<file path="src/verilog/fsc_pkg.sv">
// Purpose: Shared constants for the flash security and command control ends.
// Assumes: One 20 MHz clock; register index space of 16 words on the link.
// Notes:   Summary of the expected behaviour follows.
// Summary of operation
// - Lock bit 0 set by one, key needed
// - Lock clears only on power-on/pin reset or erase (code: clean mass erase or blank check)
// - Locked data-bus user reads fault, data zero
// - Locked instruction-fetch user reads fault, data zero
// - Locked user-space write commands are denied
// - Locked device still runs mass and page erase
// - Protected pages never erased; mass erase refused
// - Volatile config returns to reset on every reset
// - Key precedes volatile config write; else ignored
// - Remap bit aliases info space at address zero
// - Writing one clears remap; boot loader clears it
// - Command field bits 3:0 starts operation; key needed (code lets write 0x4 start without key)
// - Code 0 keyless, does nothing, wakes sleeping flash
// - Code 1 with key aborts, reports abort error
// - Only abort overlaps; one write queues behind write
// - Abort may be declined; command then finishes normally
// - After abort, software verifies and reprograms region
// - Software aborts rarely, last resort only
// - Abort ending or waking reports failure code 0x3
// - Key unlocked only by value 0x676c7565
// - Sleeping flash wakes on any bus transaction (code: only code-bus reads, dma_req, command codes 0 or 1, or a command that starts an operation wake it)
package fsc_pkg;
  // Key and register indexes on the link
  localparam logic [31:0] USER_KEY   = 32'h676c7565;
  localparam int          REG_IDX_W  = 4;
  localparam logic [3:0]  REG_KEY    = 4'h0;
  localparam logic [3:0]  REG_LOCK   = 4'h1;
  localparam logic [3:0]  REG_VCFG   = 4'h2;
  localparam logic [3:0]  REG_CMD    = 4'h3;
  localparam logic [3:0]  REG_STAT   = 4'h4;
  localparam logic [3:0]  REG_WRPROT = 4'h5;
  localparam logic [3:0]  REG_COUNT  = 4'h6;

  // Field positions
  localparam int LOCK_BIT      = 0;
  localparam int REMAP_BIT     = 0;
  localparam int CMD_LSB       = 0;
  localparam int CMD_W         = 4;
  localparam int STAT_BUSY     = 0;
  localparam int STAT_DONE     = 1;
  localparam int STAT_FAIL_LSB = 4;
  localparam int STAT_SLEEP    = 8;
  localparam int STAT_KEY      = 9;
  localparam int AUTO_KEY_BIT  = 0;

  // Reset values
  localparam logic        REMAP_RESET    = 1'b1;
  localparam logic [31:0] WRPROT_RESET   = 32'h0;
  localparam logic        AUTO_KEY_RESET = 1'b0;

  // Command codes
  localparam logic [3:0] CMD_IDLE        = 4'h0;
  localparam logic [3:0] CMD_ABORT       = 4'h1;
  localparam logic [3:0] CMD_SLEEP       = 4'h2;
  localparam logic [3:0] CMD_SIGN        = 4'h3;
  localparam logic [3:0] CMD_WRITE       = 4'h4;
  localparam logic [3:0] CMD_PAGE_ERASE  = 4'h5;
  localparam logic [3:0] CMD_MASS_ERASE  = 4'h6;
  localparam logic [3:0] CMD_BLANK_CHECK = 4'h7;

  // Failure codes in the status field
  localparam logic [1:0] FAIL_NONE    = 2'h0;
  localparam logic [1:0] FAIL_DENIED  = 2'h1;
  localparam logic [1:0] FAIL_INVALID = 2'h2;
  localparam logic [1:0] FAIL_ABORT   = 2'h3;

  // Code-bus address map
  localparam int          ADDR_W     = 20;
  localparam int          PAGE_W     = 5;
  localparam logic [19:0] USER_TOP   = 20'h80000;
  localparam logic [19:0] INFO_BASE  = 20'h80000;
  localparam logic [19:0] REMAP_SPAN = 20'h04000;

  // Host bus map
  localparam int         AXI_ADDR_W    = 8;
  localparam logic [5:0] HOST_CTRL_IDX = 6'h10;
  localparam logic [1:0] RESP_OKAY     = 2'h0;
  localparam logic [1:0] RESP_SLVERR   = 2'h2;
endpackage

</file>
<file path="src/verilog/fsc_if.sv">
// Purpose: Register link between the bus bridge and the flash control end.
// Assumes: sel held by the host until ack; ack is a one-cycle pulse.
// Notes:   rdata valid in the ack cycle of a read.
`timescale 1ns/1ps
interface fsc_if;
  import fsc_pkg::*;
  logic                 sel;
  logic                 wr;
  logic [REG_IDX_W-1:0] addr;
  logic [31:0]          wdata;
  logic [31:0]          rdata;
  logic                 ack;

  modport dev (input sel, input wr, input addr, input wdata, output rdata, output ack);
  modport host (output sel, output wr, output addr, output wdata, input rdata, input ack);
endinterface

</file>
<file path="src/verilog/fsc_flash_end.sv">
// Purpose: Flash security lock, boot alias and command sequencing end.
// Assumes: Array data combinational on arr_addr; engine pulses op_done.
// Notes:   Port index 0 is the instruction_fetch_bus, 1 the data_fetch_bus.
`timescale 1ns/1ps
module fsc_flash_end (
  input  wire logic                        aclk,
  input  wire logic                        aresetn,
  input  wire logic                        por_pin_rstn,
  fsc_if.dev                               link,
  input  wire logic                        rd_valid [2],
  input  wire logic [fsc_pkg::ADDR_W-1:0]  rd_addr  [2],
  output logic                             rd_ready [2],
  output logic                             rd_rvalid [2],
  output logic                             rd_fault [2],
  output logic [31:0]                      rd_data  [2],
  input  wire logic                        dma_req,
  output logic [fsc_pkg::ADDR_W-1:0]       arr_addr [2],
  input  wire logic [31:0]                 arr_rdata [2],
  output logic                             op_start,
  output logic [fsc_pkg::CMD_W-1:0]        op_code,
  output logic                             op_abort,
  input  wire logic                        op_done,
  input  wire logic                        op_ok,
  input  wire logic                        abort_ok,
  input  wire logic                        target_user,
  input  wire logic [fsc_pkg::PAGE_W-1:0]  target_page,
  output logic                             sleeping
);
  import fsc_pkg::*;

  typedef enum logic [2:0] {
    ST_READY = 3'b001,
    ST_RUN   = 3'b010,
    ST_SLEEP = 3'b100
  } fsc_state_t;

  fsc_state_t         st_q;
  fsc_state_t         st_d;
  logic               ack_q;
  logic [31:0]        rdata_q;
  logic               key_ok_q;
  logic               user_space_lock_q;
  logic               boot_space_alias_q;
  logic [31:0]        page_write_protect_q;
  logic               done_q;
  logic [1:0]         fail_q;
  logic               pend_q;
  logic [CMD_W-1:0]   cur_q;
  logic               op_start_q;
  logic               op_abort_q;
  logic               acc;
  logic               wr;
  logic               cmd_wr;
  logic [CMD_W-1:0]   cmd_code;
  logic               need_key;
  logic               start;
  logic [CMD_W-1:0]   start_code;
  logic               done_set;
  logic [1:0]         fail_d;
  logic               pend_set;
  logic               pend_clr;
  logic               abort_req;
  logic               lock_clr;
  logic               wake_req;
  logic [31:0]        stat_word;

  // Alias a low address onto info space while the remap bit stands
  function automatic logic [ADDR_W-1:0] map_addr(input logic [ADDR_W-1:0] a, input logic alias_on);
    if (alias_on && a < REMAP_SPAN) begin
      map_addr = INFO_BASE + a;
    end else begin
      map_addr = a;
    end
  endfunction

  // Physical address lies in user space
  function automatic logic in_user(input logic [ADDR_W-1:0] a);
    in_user = a < USER_TOP;
  endfunction

  // Register access; held off one cycle when the engine finishes
  assign acc      = link.sel & ~ack_q & ~(st_q == ST_RUN && op_done);
  assign wr       = acc & link.wr;
  assign cmd_wr   = wr && link.addr == REG_CMD;
  assign cmd_code = link.wdata[CMD_LSB +: CMD_W];
  assign need_key = cmd_code != CMD_IDLE && cmd_code != CMD_WRITE;
  assign wake_req = rd_valid[0] | rd_valid[1] | dma_req;

  // Link answer and read data
  always_ff @(posedge aclk) begin
    if (!aresetn) begin
      ack_q   <= 1'b0;
      rdata_q <= 32'h0;
    end else begin
      ack_q <= acc;
      if (acc && !link.wr) begin
        unique case (link.addr)
          REG_LOCK:   rdata_q <= {31'h0, user_space_lock_q};
          REG_VCFG:   rdata_q <= {31'h0, boot_space_alias_q};
          REG_CMD:    rdata_q <= {28'h0, cur_q};
          REG_STAT:   rdata_q <= stat_word;
          REG_WRPROT: rdata_q <= page_write_protect_q;
          default:    rdata_q <= 32'h0;
        endcase
      end
    end
  end
  assign link.ack   = ack_q;
  assign link.rdata = rdata_q;

  always_comb begin
    stat_word                            = 32'h0;
    stat_word[STAT_BUSY]                 = st_q == ST_RUN;
    stat_word[STAT_DONE]                 = done_q;
    stat_word[STAT_FAIL_LSB +: 2]        = fail_q;
    stat_word[STAT_SLEEP]                = st_q == ST_SLEEP;
    stat_word[STAT_KEY]                  = key_ok_q;
  end

  // Key: only the exact value unlocks
  always_ff @(posedge aclk) begin
    if (!aresetn) begin
      key_ok_q <= 1'b0;
    end else if (wr && link.addr == REG_KEY) begin
      key_ok_q <= link.wdata == USER_KEY;
    end
  end

  // Security lock, cleared only by its own reset or a clean mass erase or blank check
  always_ff @(posedge aclk) begin
    if (!por_pin_rstn) begin
      user_space_lock_q <= 1'b0;
    end else if (wr && link.addr == REG_LOCK && key_ok_q && link.wdata[LOCK_BIT]) begin
      user_space_lock_q <= 1'b1;
    end else if (lock_clr) begin
      user_space_lock_q <= 1'b0;
    end
  end

  // Volatile config and page protection
  always_ff @(posedge aclk) begin
    if (!aresetn) begin
      boot_space_alias_q   <= REMAP_RESET;
      page_write_protect_q <= WRPROT_RESET;
    end else begin
      if (wr && link.addr == REG_VCFG && key_ok_q && link.wdata[REMAP_BIT]) begin
        boot_space_alias_q <= 1'b0;
      end
      if (wr && link.addr == REG_WRPROT && key_ok_q) begin
        page_write_protect_q <= link.wdata;
      end
    end
  end

  // Command decision
  always_comb begin
    st_d       = st_q;
    start      = 1'b0;
    start_code = cmd_code;
    done_set   = 1'b0;
    fail_d     = FAIL_NONE;
    pend_set   = 1'b0;
    pend_clr   = 1'b0;
    abort_req  = 1'b0;
    lock_clr   = 1'b0;
    if (st_q == ST_RUN && op_done) begin
      if (pend_q) begin
        start      = 1'b1;
        start_code = CMD_WRITE;
        pend_clr   = 1'b1;
      end else begin
        st_d     = ST_READY;
        done_set = 1'b1;
        fail_d   = op_ok ? FAIL_NONE : FAIL_DENIED;
        lock_clr = op_ok && (cur_q == CMD_MASS_ERASE || cur_q == CMD_BLANK_CHECK);
      end
    end else if (cmd_wr) begin
      if (need_key && !key_ok_q) begin
        done_set = 1'b1;
        fail_d   = FAIL_DENIED;
      end else if (cmd_code == CMD_ABORT) begin
        abort_req = st_q == ST_RUN;
        if (st_q != ST_RUN || abort_ok) begin
          st_d     = ST_READY;
          done_set = 1'b1;
          fail_d   = FAIL_ABORT;
          pend_clr = 1'b1;
        end
      end else if (st_q == ST_RUN) begin
        if (cmd_code == CMD_WRITE && cur_q == CMD_WRITE && !pend_q && !(user_space_lock_q && target_user)) begin
          pend_set = 1'b1;
        end else begin
          done_set = 1'b1;
          fail_d   = FAIL_INVALID;
        end
      end else if (cmd_code == CMD_IDLE) begin
        st_d     = ST_READY;
        done_set = 1'b1;
      end else if (cmd_code == CMD_WRITE && user_space_lock_q && target_user) begin
        done_set = 1'b1;
        fail_d   = FAIL_DENIED;
      end else if ((cmd_code == CMD_PAGE_ERASE && page_write_protect_q[target_page]) ||
                   (cmd_code == CMD_MASS_ERASE && |page_write_protect_q)) begin
        done_set = 1'b1;
        fail_d   = FAIL_DENIED;
      end else if (cmd_code == CMD_SLEEP) begin
        st_d     = ST_SLEEP;
        done_set = 1'b1;
      end else if (cmd_code >= CMD_SIGN && cmd_code <= CMD_BLANK_CHECK) begin
        start = 1'b1;
        st_d  = ST_RUN;
      end else begin
        done_set = 1'b1;
        fail_d   = FAIL_INVALID;
      end
    end else if (st_q == ST_SLEEP && wake_req) begin
      st_d = ST_READY;
    end
  end

  // Sequencer state and engine strobes
  always_ff @(posedge aclk) begin
    if (!aresetn) begin
      st_q       <= ST_READY;
      cur_q      <= CMD_IDLE;
      pend_q     <= 1'b0;
      op_start_q <= 1'b0;
      op_abort_q <= 1'b0;
    end else begin
      st_q       <= st_d;
      op_start_q <= start;
      op_abort_q <= abort_req;
      if (start) begin
        cur_q <= start_code;
      end
      if (pend_set) begin
        pend_q <= 1'b1;
      end else if (pend_clr) begin
        pend_q <= 1'b0;
      end
    end
  end
  assign op_start = op_start_q;
  assign op_code  = cur_q;
  assign op_abort = op_abort_q;
  assign sleeping = st_q == ST_SLEEP;

  // Completion flag: a write-one clear that meets a completion is held off a cycle, then clears it
  always_ff @(posedge aclk) begin
    if (!aresetn) begin
      done_q <= 1'b0;
      fail_q <= FAIL_NONE;
    end else if (done_set) begin
      done_q <= 1'b1;
      fail_q <= fail_d;
    end else if (wr && link.addr == REG_STAT && link.wdata[STAT_DONE]) begin
      done_q <= 1'b0;
    end
  end

  // Code-bus read ports, stalled while asleep
  for (genvar g = 0; g < 2; g++) begin : g_port
    logic user_hit;
    assign arr_addr[g] = map_addr(rd_addr[g], boot_space_alias_q);
    assign user_hit    = user_space_lock_q && in_user(arr_addr[g]);
    assign rd_ready[g] = st_q != ST_SLEEP;
    always_ff @(posedge aclk) begin
      if (!aresetn) begin
        rd_rvalid[g] <= 1'b0;
        rd_fault[g]  <= 1'b0;
        rd_data[g]   <= 32'h0;
      end else begin
        rd_rvalid[g] <= rd_valid[g] && st_q != ST_SLEEP;
        rd_fault[g]  <= rd_valid[g] && st_q != ST_SLEEP && user_hit;
        rd_data[g]   <= user_hit ? 32'h0 : arr_rdata[g];
      end
    end
  end
endmodule

</file>
<file path="src/flat_wrapper.sv">
// flat-port wrapper written by rule: the top's interface ports become plain ports
module fsc_flash_end_flat import fsc_pkg::*;
  (aclk, aresetn, por_pin_rstn, rd_valid, rd_addr, rd_ready, rd_rvalid, rd_fault, rd_data, dma_req, arr_addr, arr_rdata, op_start, op_code, op_abort, op_done, op_ok, abort_ok, target_user, target_page, sleeping, link_sel, link_wr, link_addr, link_wdata, link_rdata, link_ack);
  fsc_if link_i ();
  input  wire logic aclk;
  input  wire logic aresetn;
  input  wire logic por_pin_rstn;
  input  wire logic rd_valid[2];
  input  wire logic [fsc_pkg::ADDR_W-1:0] rd_addr[2];
  output logic rd_ready[2];
  output logic rd_rvalid[2];
  output logic rd_fault[2];
  output logic [31:0] rd_data[2];
  input  wire logic dma_req;
  output logic [fsc_pkg::ADDR_W-1:0] arr_addr[2];
  input  wire logic [31:0] arr_rdata[2];
  output logic op_start;
  output logic [fsc_pkg::CMD_W-1:0] op_code;
  output logic op_abort;
  input  wire logic op_done;
  input  wire logic op_ok;
  input  wire logic abort_ok;
  input  wire logic target_user;
  input  wire logic [fsc_pkg::PAGE_W-1:0] target_page;
  output logic sleeping;
  input wire logic [$bits(link_i.sel)-1:0] link_sel;
  input wire logic [$bits(link_i.wr)-1:0] link_wr;
  input wire logic [$bits(link_i.addr)-1:0] link_addr;
  input wire logic [$bits(link_i.wdata)-1:0] link_wdata;
  output wire logic [$bits(link_i.rdata)-1:0] link_rdata;
  output wire logic [$bits(link_i.ack)-1:0] link_ack;
  assign link_i.sel = link_sel;
  assign link_i.wr = link_wr;
  assign link_i.addr = link_addr;
  assign link_i.wdata = link_wdata;
  assign link_rdata = link_i.rdata;
  assign link_ack = link_i.ack;
  fsc_flash_end u_core (.aclk(aclk), .aresetn(aresetn), .por_pin_rstn(por_pin_rstn), .link(link_i), .rd_valid(rd_valid), .rd_addr(rd_addr), .rd_ready(rd_ready), .rd_rvalid(rd_rvalid), .rd_fault(rd_fault), .rd_data(rd_data), .dma_req(dma_req), .arr_addr(arr_addr), .arr_rdata(arr_rdata), .op_start(op_start), .op_code(op_code), .op_abort(op_abort), .op_done(op_done), .op_ok(op_ok), .abort_ok(abort_ok), .target_user(target_user), .target_page(target_page), .sleeping(sleeping));
endmodule
</file>
<file path="config.mk">
export PLATFORM = sky130hd
export DESIGN_NAME = fsc_flash_end_flat
export DESIGN_NICKNAME = d
export VERILOG_FILES = /design/src/verilog/fsc_pkg.sv /design/src/verilog/fsc_if.sv /design/src/verilog/fsc_flash_end.sv /design/src/flat_wrapper.sv
export SDC_FILE = /design/constraint.sdc
export NUM_CORES = 1
export LEC_CHECK = 0
export ABC_AREA = 1
export BUFFER_PORTS_ARGS = -buffer_cell sky130_fd_sc_hd__buf_4
export CAP_MARGIN = 20
export CORE_UTILIZATION = 35
export CTS_BUF_LIST = sky130_fd_sc_hd__clkbuf_8
export DETAILED_ROUTE_END_ITERATION = 6
export SKIP_CTS_REPAIR_TIMING = 1
export SYNTH_ARGS = -nofsm -noshare
export SYNTH_HDL_FRONTEND = slang
export SYNTH_SLANG_ARGS = --single-unit
</file>
<file path="constraint.sdc">
create_clock -name aclk -period 1.78 [get_ports aclk]
set_input_delay 0 -clock aclk [delete_from_list [all_inputs] [get_ports aclk]]
set_output_delay 0 -clock aclk [all_outputs]
set_load 0.1 [all_outputs]
</file>
## After elaboration in Yosys (flattened, before gate mapping)

Index checks and enable logic that the tools add are counted.

- Add/subtract/negate cells: 2
- Order comparisons: 7
- Equal/unequal tests: 26
- Muxes and demuxes: 76
- Bitwise gates (word level): 10
- Reduce and logical (&&, ||, !) cells: 54

Operator list:

| kind | count |
|---|---|
| 32-bit one-hot mux with 5 select lines | 1 |
| 1-bit 2-to-1 mux | 44 |
| 20-bit adder (first input constant) | 2 |
| 20-bit by 15-bit < comparator with 1-bit output (second input constant) | 2 |
| 20-bit < comparator (second input constant) | 2 |
| 20-bit 2-to-1 mux | 2 |
| 3-bit 2-to-1 mux | 13 |
| 1-bit logical AND | 35 |
| 32-bit by 31-bit equality test with 1-bit output (second input constant) | 1 |
| 4-bit by 3-bit equality test with 1-bit output (second input constant) | 8 |
| 32-bit OR reduction | 1 |
| 2-bit 2-to-1 mux | 13 |
| 4-bit by 2-bit equality test with 1-bit output (second input constant) | 3 |
| 5-bit != test (second input constant) | 2 |
| 4-bit by 1-bit equality test with 1-bit output (second input constant) | 2 |
| 4-bit zero test | 2 |
| 4-bit 2-to-1 mux | 2 |
| 4-bit != test (second input constant) | 2 |
| 8-bit AND reduction | 1 |
| 5-bit by 6-bit < comparator with 1-bit output (second input constant) | 1 |
| 3-bit != test (second input constant) | 2 |
| 6-bit != test (second input constant) | 1 |
| 2-bit nonzero test | 3 |
| 1-bit binary-select mux with 5-bit select | 1 |
| other kinds (16) | 29 |

- Flip-flop bits (word level): 149
- Input bits: 157
- Output and inout port bits: 150

## Longest topological paths before layout

- Word-level depth: 13
- Depth in mapped cells: 17

## Worst setup path before layout

Ideal clock, no wire load.

- Path type: register to register
- From: register u_core.st_q[2]
- To: register u_core.cur_q[2] (netlist: u_core.op_code[2])
- Library setup time: 132 ps
- Data arrival time: 3,645 ps
- Required time: 1,648 ps
- Setup slack: -1,997 ps
- Stages on the path, launching flop included: 10
- Path buffers: 0
- Cell sequence: dfxtp_1 inv_1 nor3_2 inv_1 o21ai_1 o21ai_2 a21oi_4 nand3_4 a21oi_2 a21oi_2

- Cells in the longest elaborated chain, start to end: 8
- Elaborated cells on any way between the ends: 12
- Those cells by class: 1 x eq/ne; 6 x mux; 3 x bitwise; 2 x reduce/logical

Ends and longest elaborated chain:

| what | line | source |
|---|---|---|
| start: declaration | fsc_flash_end.sv:37 | `fsc_state_t st_q;` |
| start signal: assignment | fsc_flash_end.sv:230 | `st_q <= st_d;` |
| 3-bit by 2-bit equality test with 1-bit output * | fsc_flash_end.sv:82, fsc_flash_end.sv:166, fsc_flash_end.sv:189 |  |
| 1-bit logical AND | fsc_flash_end.sv:82, fsc_flash_end.sv:166 |  |
| 1-bit inverter | fsc_flash_end.sv:82 | `assign acc = link.sel & ~ack_q & ~(st_q == ST_RUN && op_done);` |
| 1-bit AND | fsc_flash_end.sv:82 |  |
| 1-bit AND | fsc_flash_end.sv:83 | `assign wr = acc & link.wr;` |
| 1-bit logical AND | fsc_flash_end.sv:84 | `assign cmd_wr = wr && link.addr == REG_CMD;` |
| 1-bit 2-to-1 mux | fsc_flash_end.sv:177 | `end else if (cmd_wr) begin` |
| 1-bit 2-to-1 mux | fsc_flash_end.sv:166 | `if (st_q == ST_RUN && op_done) begin` |
| end signal: assignment | fsc_flash_end.sv:234 | `cur_q <= start_code;` |
| end: declaration | fsc_flash_end.sv:48 | `logic [CMD_W-1:0] cur_q;` |

Every way passes the cells marked *; elsewhere a longest branch is shown, timed or not.
A chain may end at the register's enable or synchronous reset.

## Final worst setup path

Ends and elaborated chain as after synthesis.

==> results.cfg <==
[synth]
synth-simple-area-share_pct = 24.69
muxShareOfSynthArea_pct = 0
ys_types = 40
synth_edf_count = 0
synth-seq-cells = 149
synth_cells = 833
ys_seq_area_share_pct = 47.98
async_reset_ff_share_pct = 0
synth_xor_area_share_pct = 0
synth_compound_area_share_pct = 11.89
synth_flop_cell = dfxtp_1
synthTopCellsByArea = dfxtp_1, inv_1, nor2_1
synthAdderAreaFrac_pct = 0
yosysTopAreaCellShare_pct = 47.98
synth_nets = 990
synth_warnings = 0
yosys.area.top_type = dfxtp_1
synth_top_family_by_area = simple AND/OR/NAND/NOR gates
postSynthAreaPerCell_sq_um = 7.464
yosys-top-cells-count = dfxtp_1, inv_1, nor2_1
synth.most_common_cell = dfxtp_1
syn-cell-area_sq_mm = 0.006217

[timing]
max_freq_ghz = 0.5623
setup_viol = 0
fin_skew_ns = 0.01926
hold_violations = 3
worst_pin_slew_ns = 0.4037
rsz0062_at_grt = yes
period_needed_ns = 1.778
fin_ws_ns = 0.001730
drv_slew = 0
fin_setup_tns_ns = 0
hold_ws_ns = -0.002348
maxSlewHeadroom_pct = 72.92
fin_crit_sh_pct = 99.90

[place]
dpl.hpwl_um = 14660
placed_cells_incl_taps = 1261
port_buffers = 250
placedInstanceArea_sq_mm = 0.008194
gp_routability_congestion = 0.8776
pre_cts_slack_ns = -0.03210

[clocking]
clock-root-buffer = clkbuf_8
clk_latency_ns = 0.46
clk_pin_slew_ns = 0.09
htree_levels = 4
cts_buffer_depth = 2
cts_tree = yes
cts_sinks = 149
cts_buffers = 17

[die]
die_width_um = 135.3
die_area_sq_mm = 0.01830
initial_core_util_pct = 35.94
core_sq_mm = 0.01730
die_y_um = 135.3
io_pins = 307
num_rows = 48

[pwr]
total_power_mw = 7.734
vdd_drop_max_mv = 0.5352
p_leak_nw = 4.675
power.density_mw_per_mm2 = 791.0

[drt]
wl_per_cell_um = 14.87
drc = 0
vias_per_cell = 4.628
drt_pass1_iterations = 5
vias = 6512
antenna_left = 0
first_iter_violations = 333
wirelength_um = 20920

[worst_setup_path]
cp_max_fo = 8
crit_arrival_ns = 2.13
crit_type = flop to flop
setup.worst_path.start = u_core.st_q[2]$_SDFFE_PN0P_
regToRegStartpoint = u_core.st_q[2]$_SDFFE_PN0P_
reg2reg_to = u_core.op_code[2]$_SDFFE_PN0P_
ff2ff_setup_slack_ns = 0.002
cp-end-kind = flop
crit_end = u_core.op_code[2]$_SDFFE_PN0P_
cp.required_ns = 2.13
start_kind = flop
r2r_cells = 11

[grt]
grt_pass1_vias = 5676
grt_max_degree = 40
grt_first_pass_wirelength_um = 28830
grt_usage_pct = 20.83
antenna_found_initial = 1
grt.overflow.total = 0

[final_layout]
fillerInstances = 1581
area_growth_pct = 57.26
postLayoutCellArea_sq_mm = 0.009777
fin_nets = 1326
drive_gt1_share_pct = 30.23
final_cells = 1407

[status]
status = finished with violations
failed_checks = negative hold slack

[flow_run]
timing.max_cap.violations = 0

[hold_path]
min_path_cells = 4
hp-class = primary input to flop
-- sequential cells by signal, summed over array words and instances, names as in the netlist --
signal and cells:
u_core.boot_space_alias_q 1, u_core.done_q 1, u_core.fail_q 2, u_core.key_ok_q 1, u_core.link.ack 1, u_core.link.rdata 32, u_core.op_abort 1, u_core.op_code 4
u_core.op_start 1, u_core.page_write_protect_q 32, u_core.pend_q 1, u_core.rd_data 64, u_core.rd_fault 2, u_core.rd_rvalid 2, u_core.st_q 3, u_core.user_space_lock_q 1
-- cell usage in the layout, fill, tap and decap left out, types with 2 or more instances in the layout --
cell	synthesis	layout
clkinvlp_4	0	3
buf_4	41	277
nor2_1	116	113
nand3_1	70	70
clkbuf_8	0	17
o21ai_2	1	2
inv_1	133	133
nand4_1	9	9
clkinv_1	2	2
dfxtp_2	0	9
nor3_1	8	8
inv_2	1	2
dlygate4sd3_1	0	106
inv_6	0	5
buf_12	0	4
a31oi_1	2	2
o21ai_0	37	37
nor2_2	2	4
clkinv_4	0	3
nand2_1	115	113
nand3_4	2	2
o22ai_1	6	6
nor3_4	0	3
bufinv_16	0	2
o21ai_1	4	2
nor4_1	7	7
dfxtp_1	149	139
nand2_2	2	4
a21oi_1	67	66
a211oi_1	3	3
a21oi_2	4	5
inv_4	3	2
-- worst min-delay path by stage --
stage,start,to
after floorplan,op_done,u_core.op_abort$_SDFF_PP0_
after global placement,rd_addr[25],arr_addr[25]
after detailed placement,rd_addr[25],arr_addr[25]
after CTS,arr_rdata[19],u_core.rd_data[19]$_SDFF_PP0_
after global routing,rd_addr[23],arr_addr[23]
final,link_wdata[2],u_core.st_q[2]$_SDFFE_PN0P_
-- area by class of cell --
type | instances | area (sq um) | share of cell area, %
Tap cell | 225 | 281.5 | 2.879
Clock inverter | 14 | 152.6 | 1.561
Multi-Input combinational cell | 474 | 2345 | 23.98
Sequential cell | 149 | 2998 | 30.66
Clock buffer | 17 | 234.0 | 2.393
Antenna cell | 1 | 2.502 | 0.02560
Inverter | 139 | 531.8 | 5.439
Timing Repair Buffer | 388 | 3232 | 33.06
-- report_power, final --
group / internal (mW) / leakage [nW] / switching, mW / total, mW
clock network: 1.25 / 0.191 / 1.39 / 2.64
registers: 3.41 / 1.22 / 0.0271 / 3.44
logic: 0.554 / 3.26 / 1.10 / 1.65
-- cell families after synthesis --
logic type,Yosys count
AND/OR/NAND/NOR,341
buffers and inverters,210
AO/OA/AOI/OAI,133
flip-flops,149
-- through the flow --
| step | hold WS (ns) | util (%) |
|---|---|---|
| after floorplan | 0.07756 | - |
| after global placement | 0.0006813 | 47.37 |
| after detailed placement | 0.0006813 | 47.37 |
| after CTS | -0.2790 | 49.61 |
| after global routing | 0.0001428 | 56.52 |
| final | -0.002348 | 56.52 |
-- critical path: stages, from the launching register on --
cell	delay [ns]
dfxtp_4	0.37
nor2_4	0.04
nand2_4	0.08
inv_6	0.05
nand2_8	0.07
nand4_4	0.15
nor2_8	0.23
o21ai_4	0.07
a21oi_4	0.20
nand3_4	0.17
a21oi_2	0.18
a21oi_2	0.06
-- routing by layer --
metal	GRT usage (%)	routed length, um	up-vias	part of all wire, %
met1	23.81	8115	2996	39
met3	6.061	1512	25	7.2
met2	36.78	10990	225	53
met4	7.179	303	0	1.4
met5	0	0	-	0
li1	-	-	3266	-
Note: power is estimated with default switching activity, not from simulation.
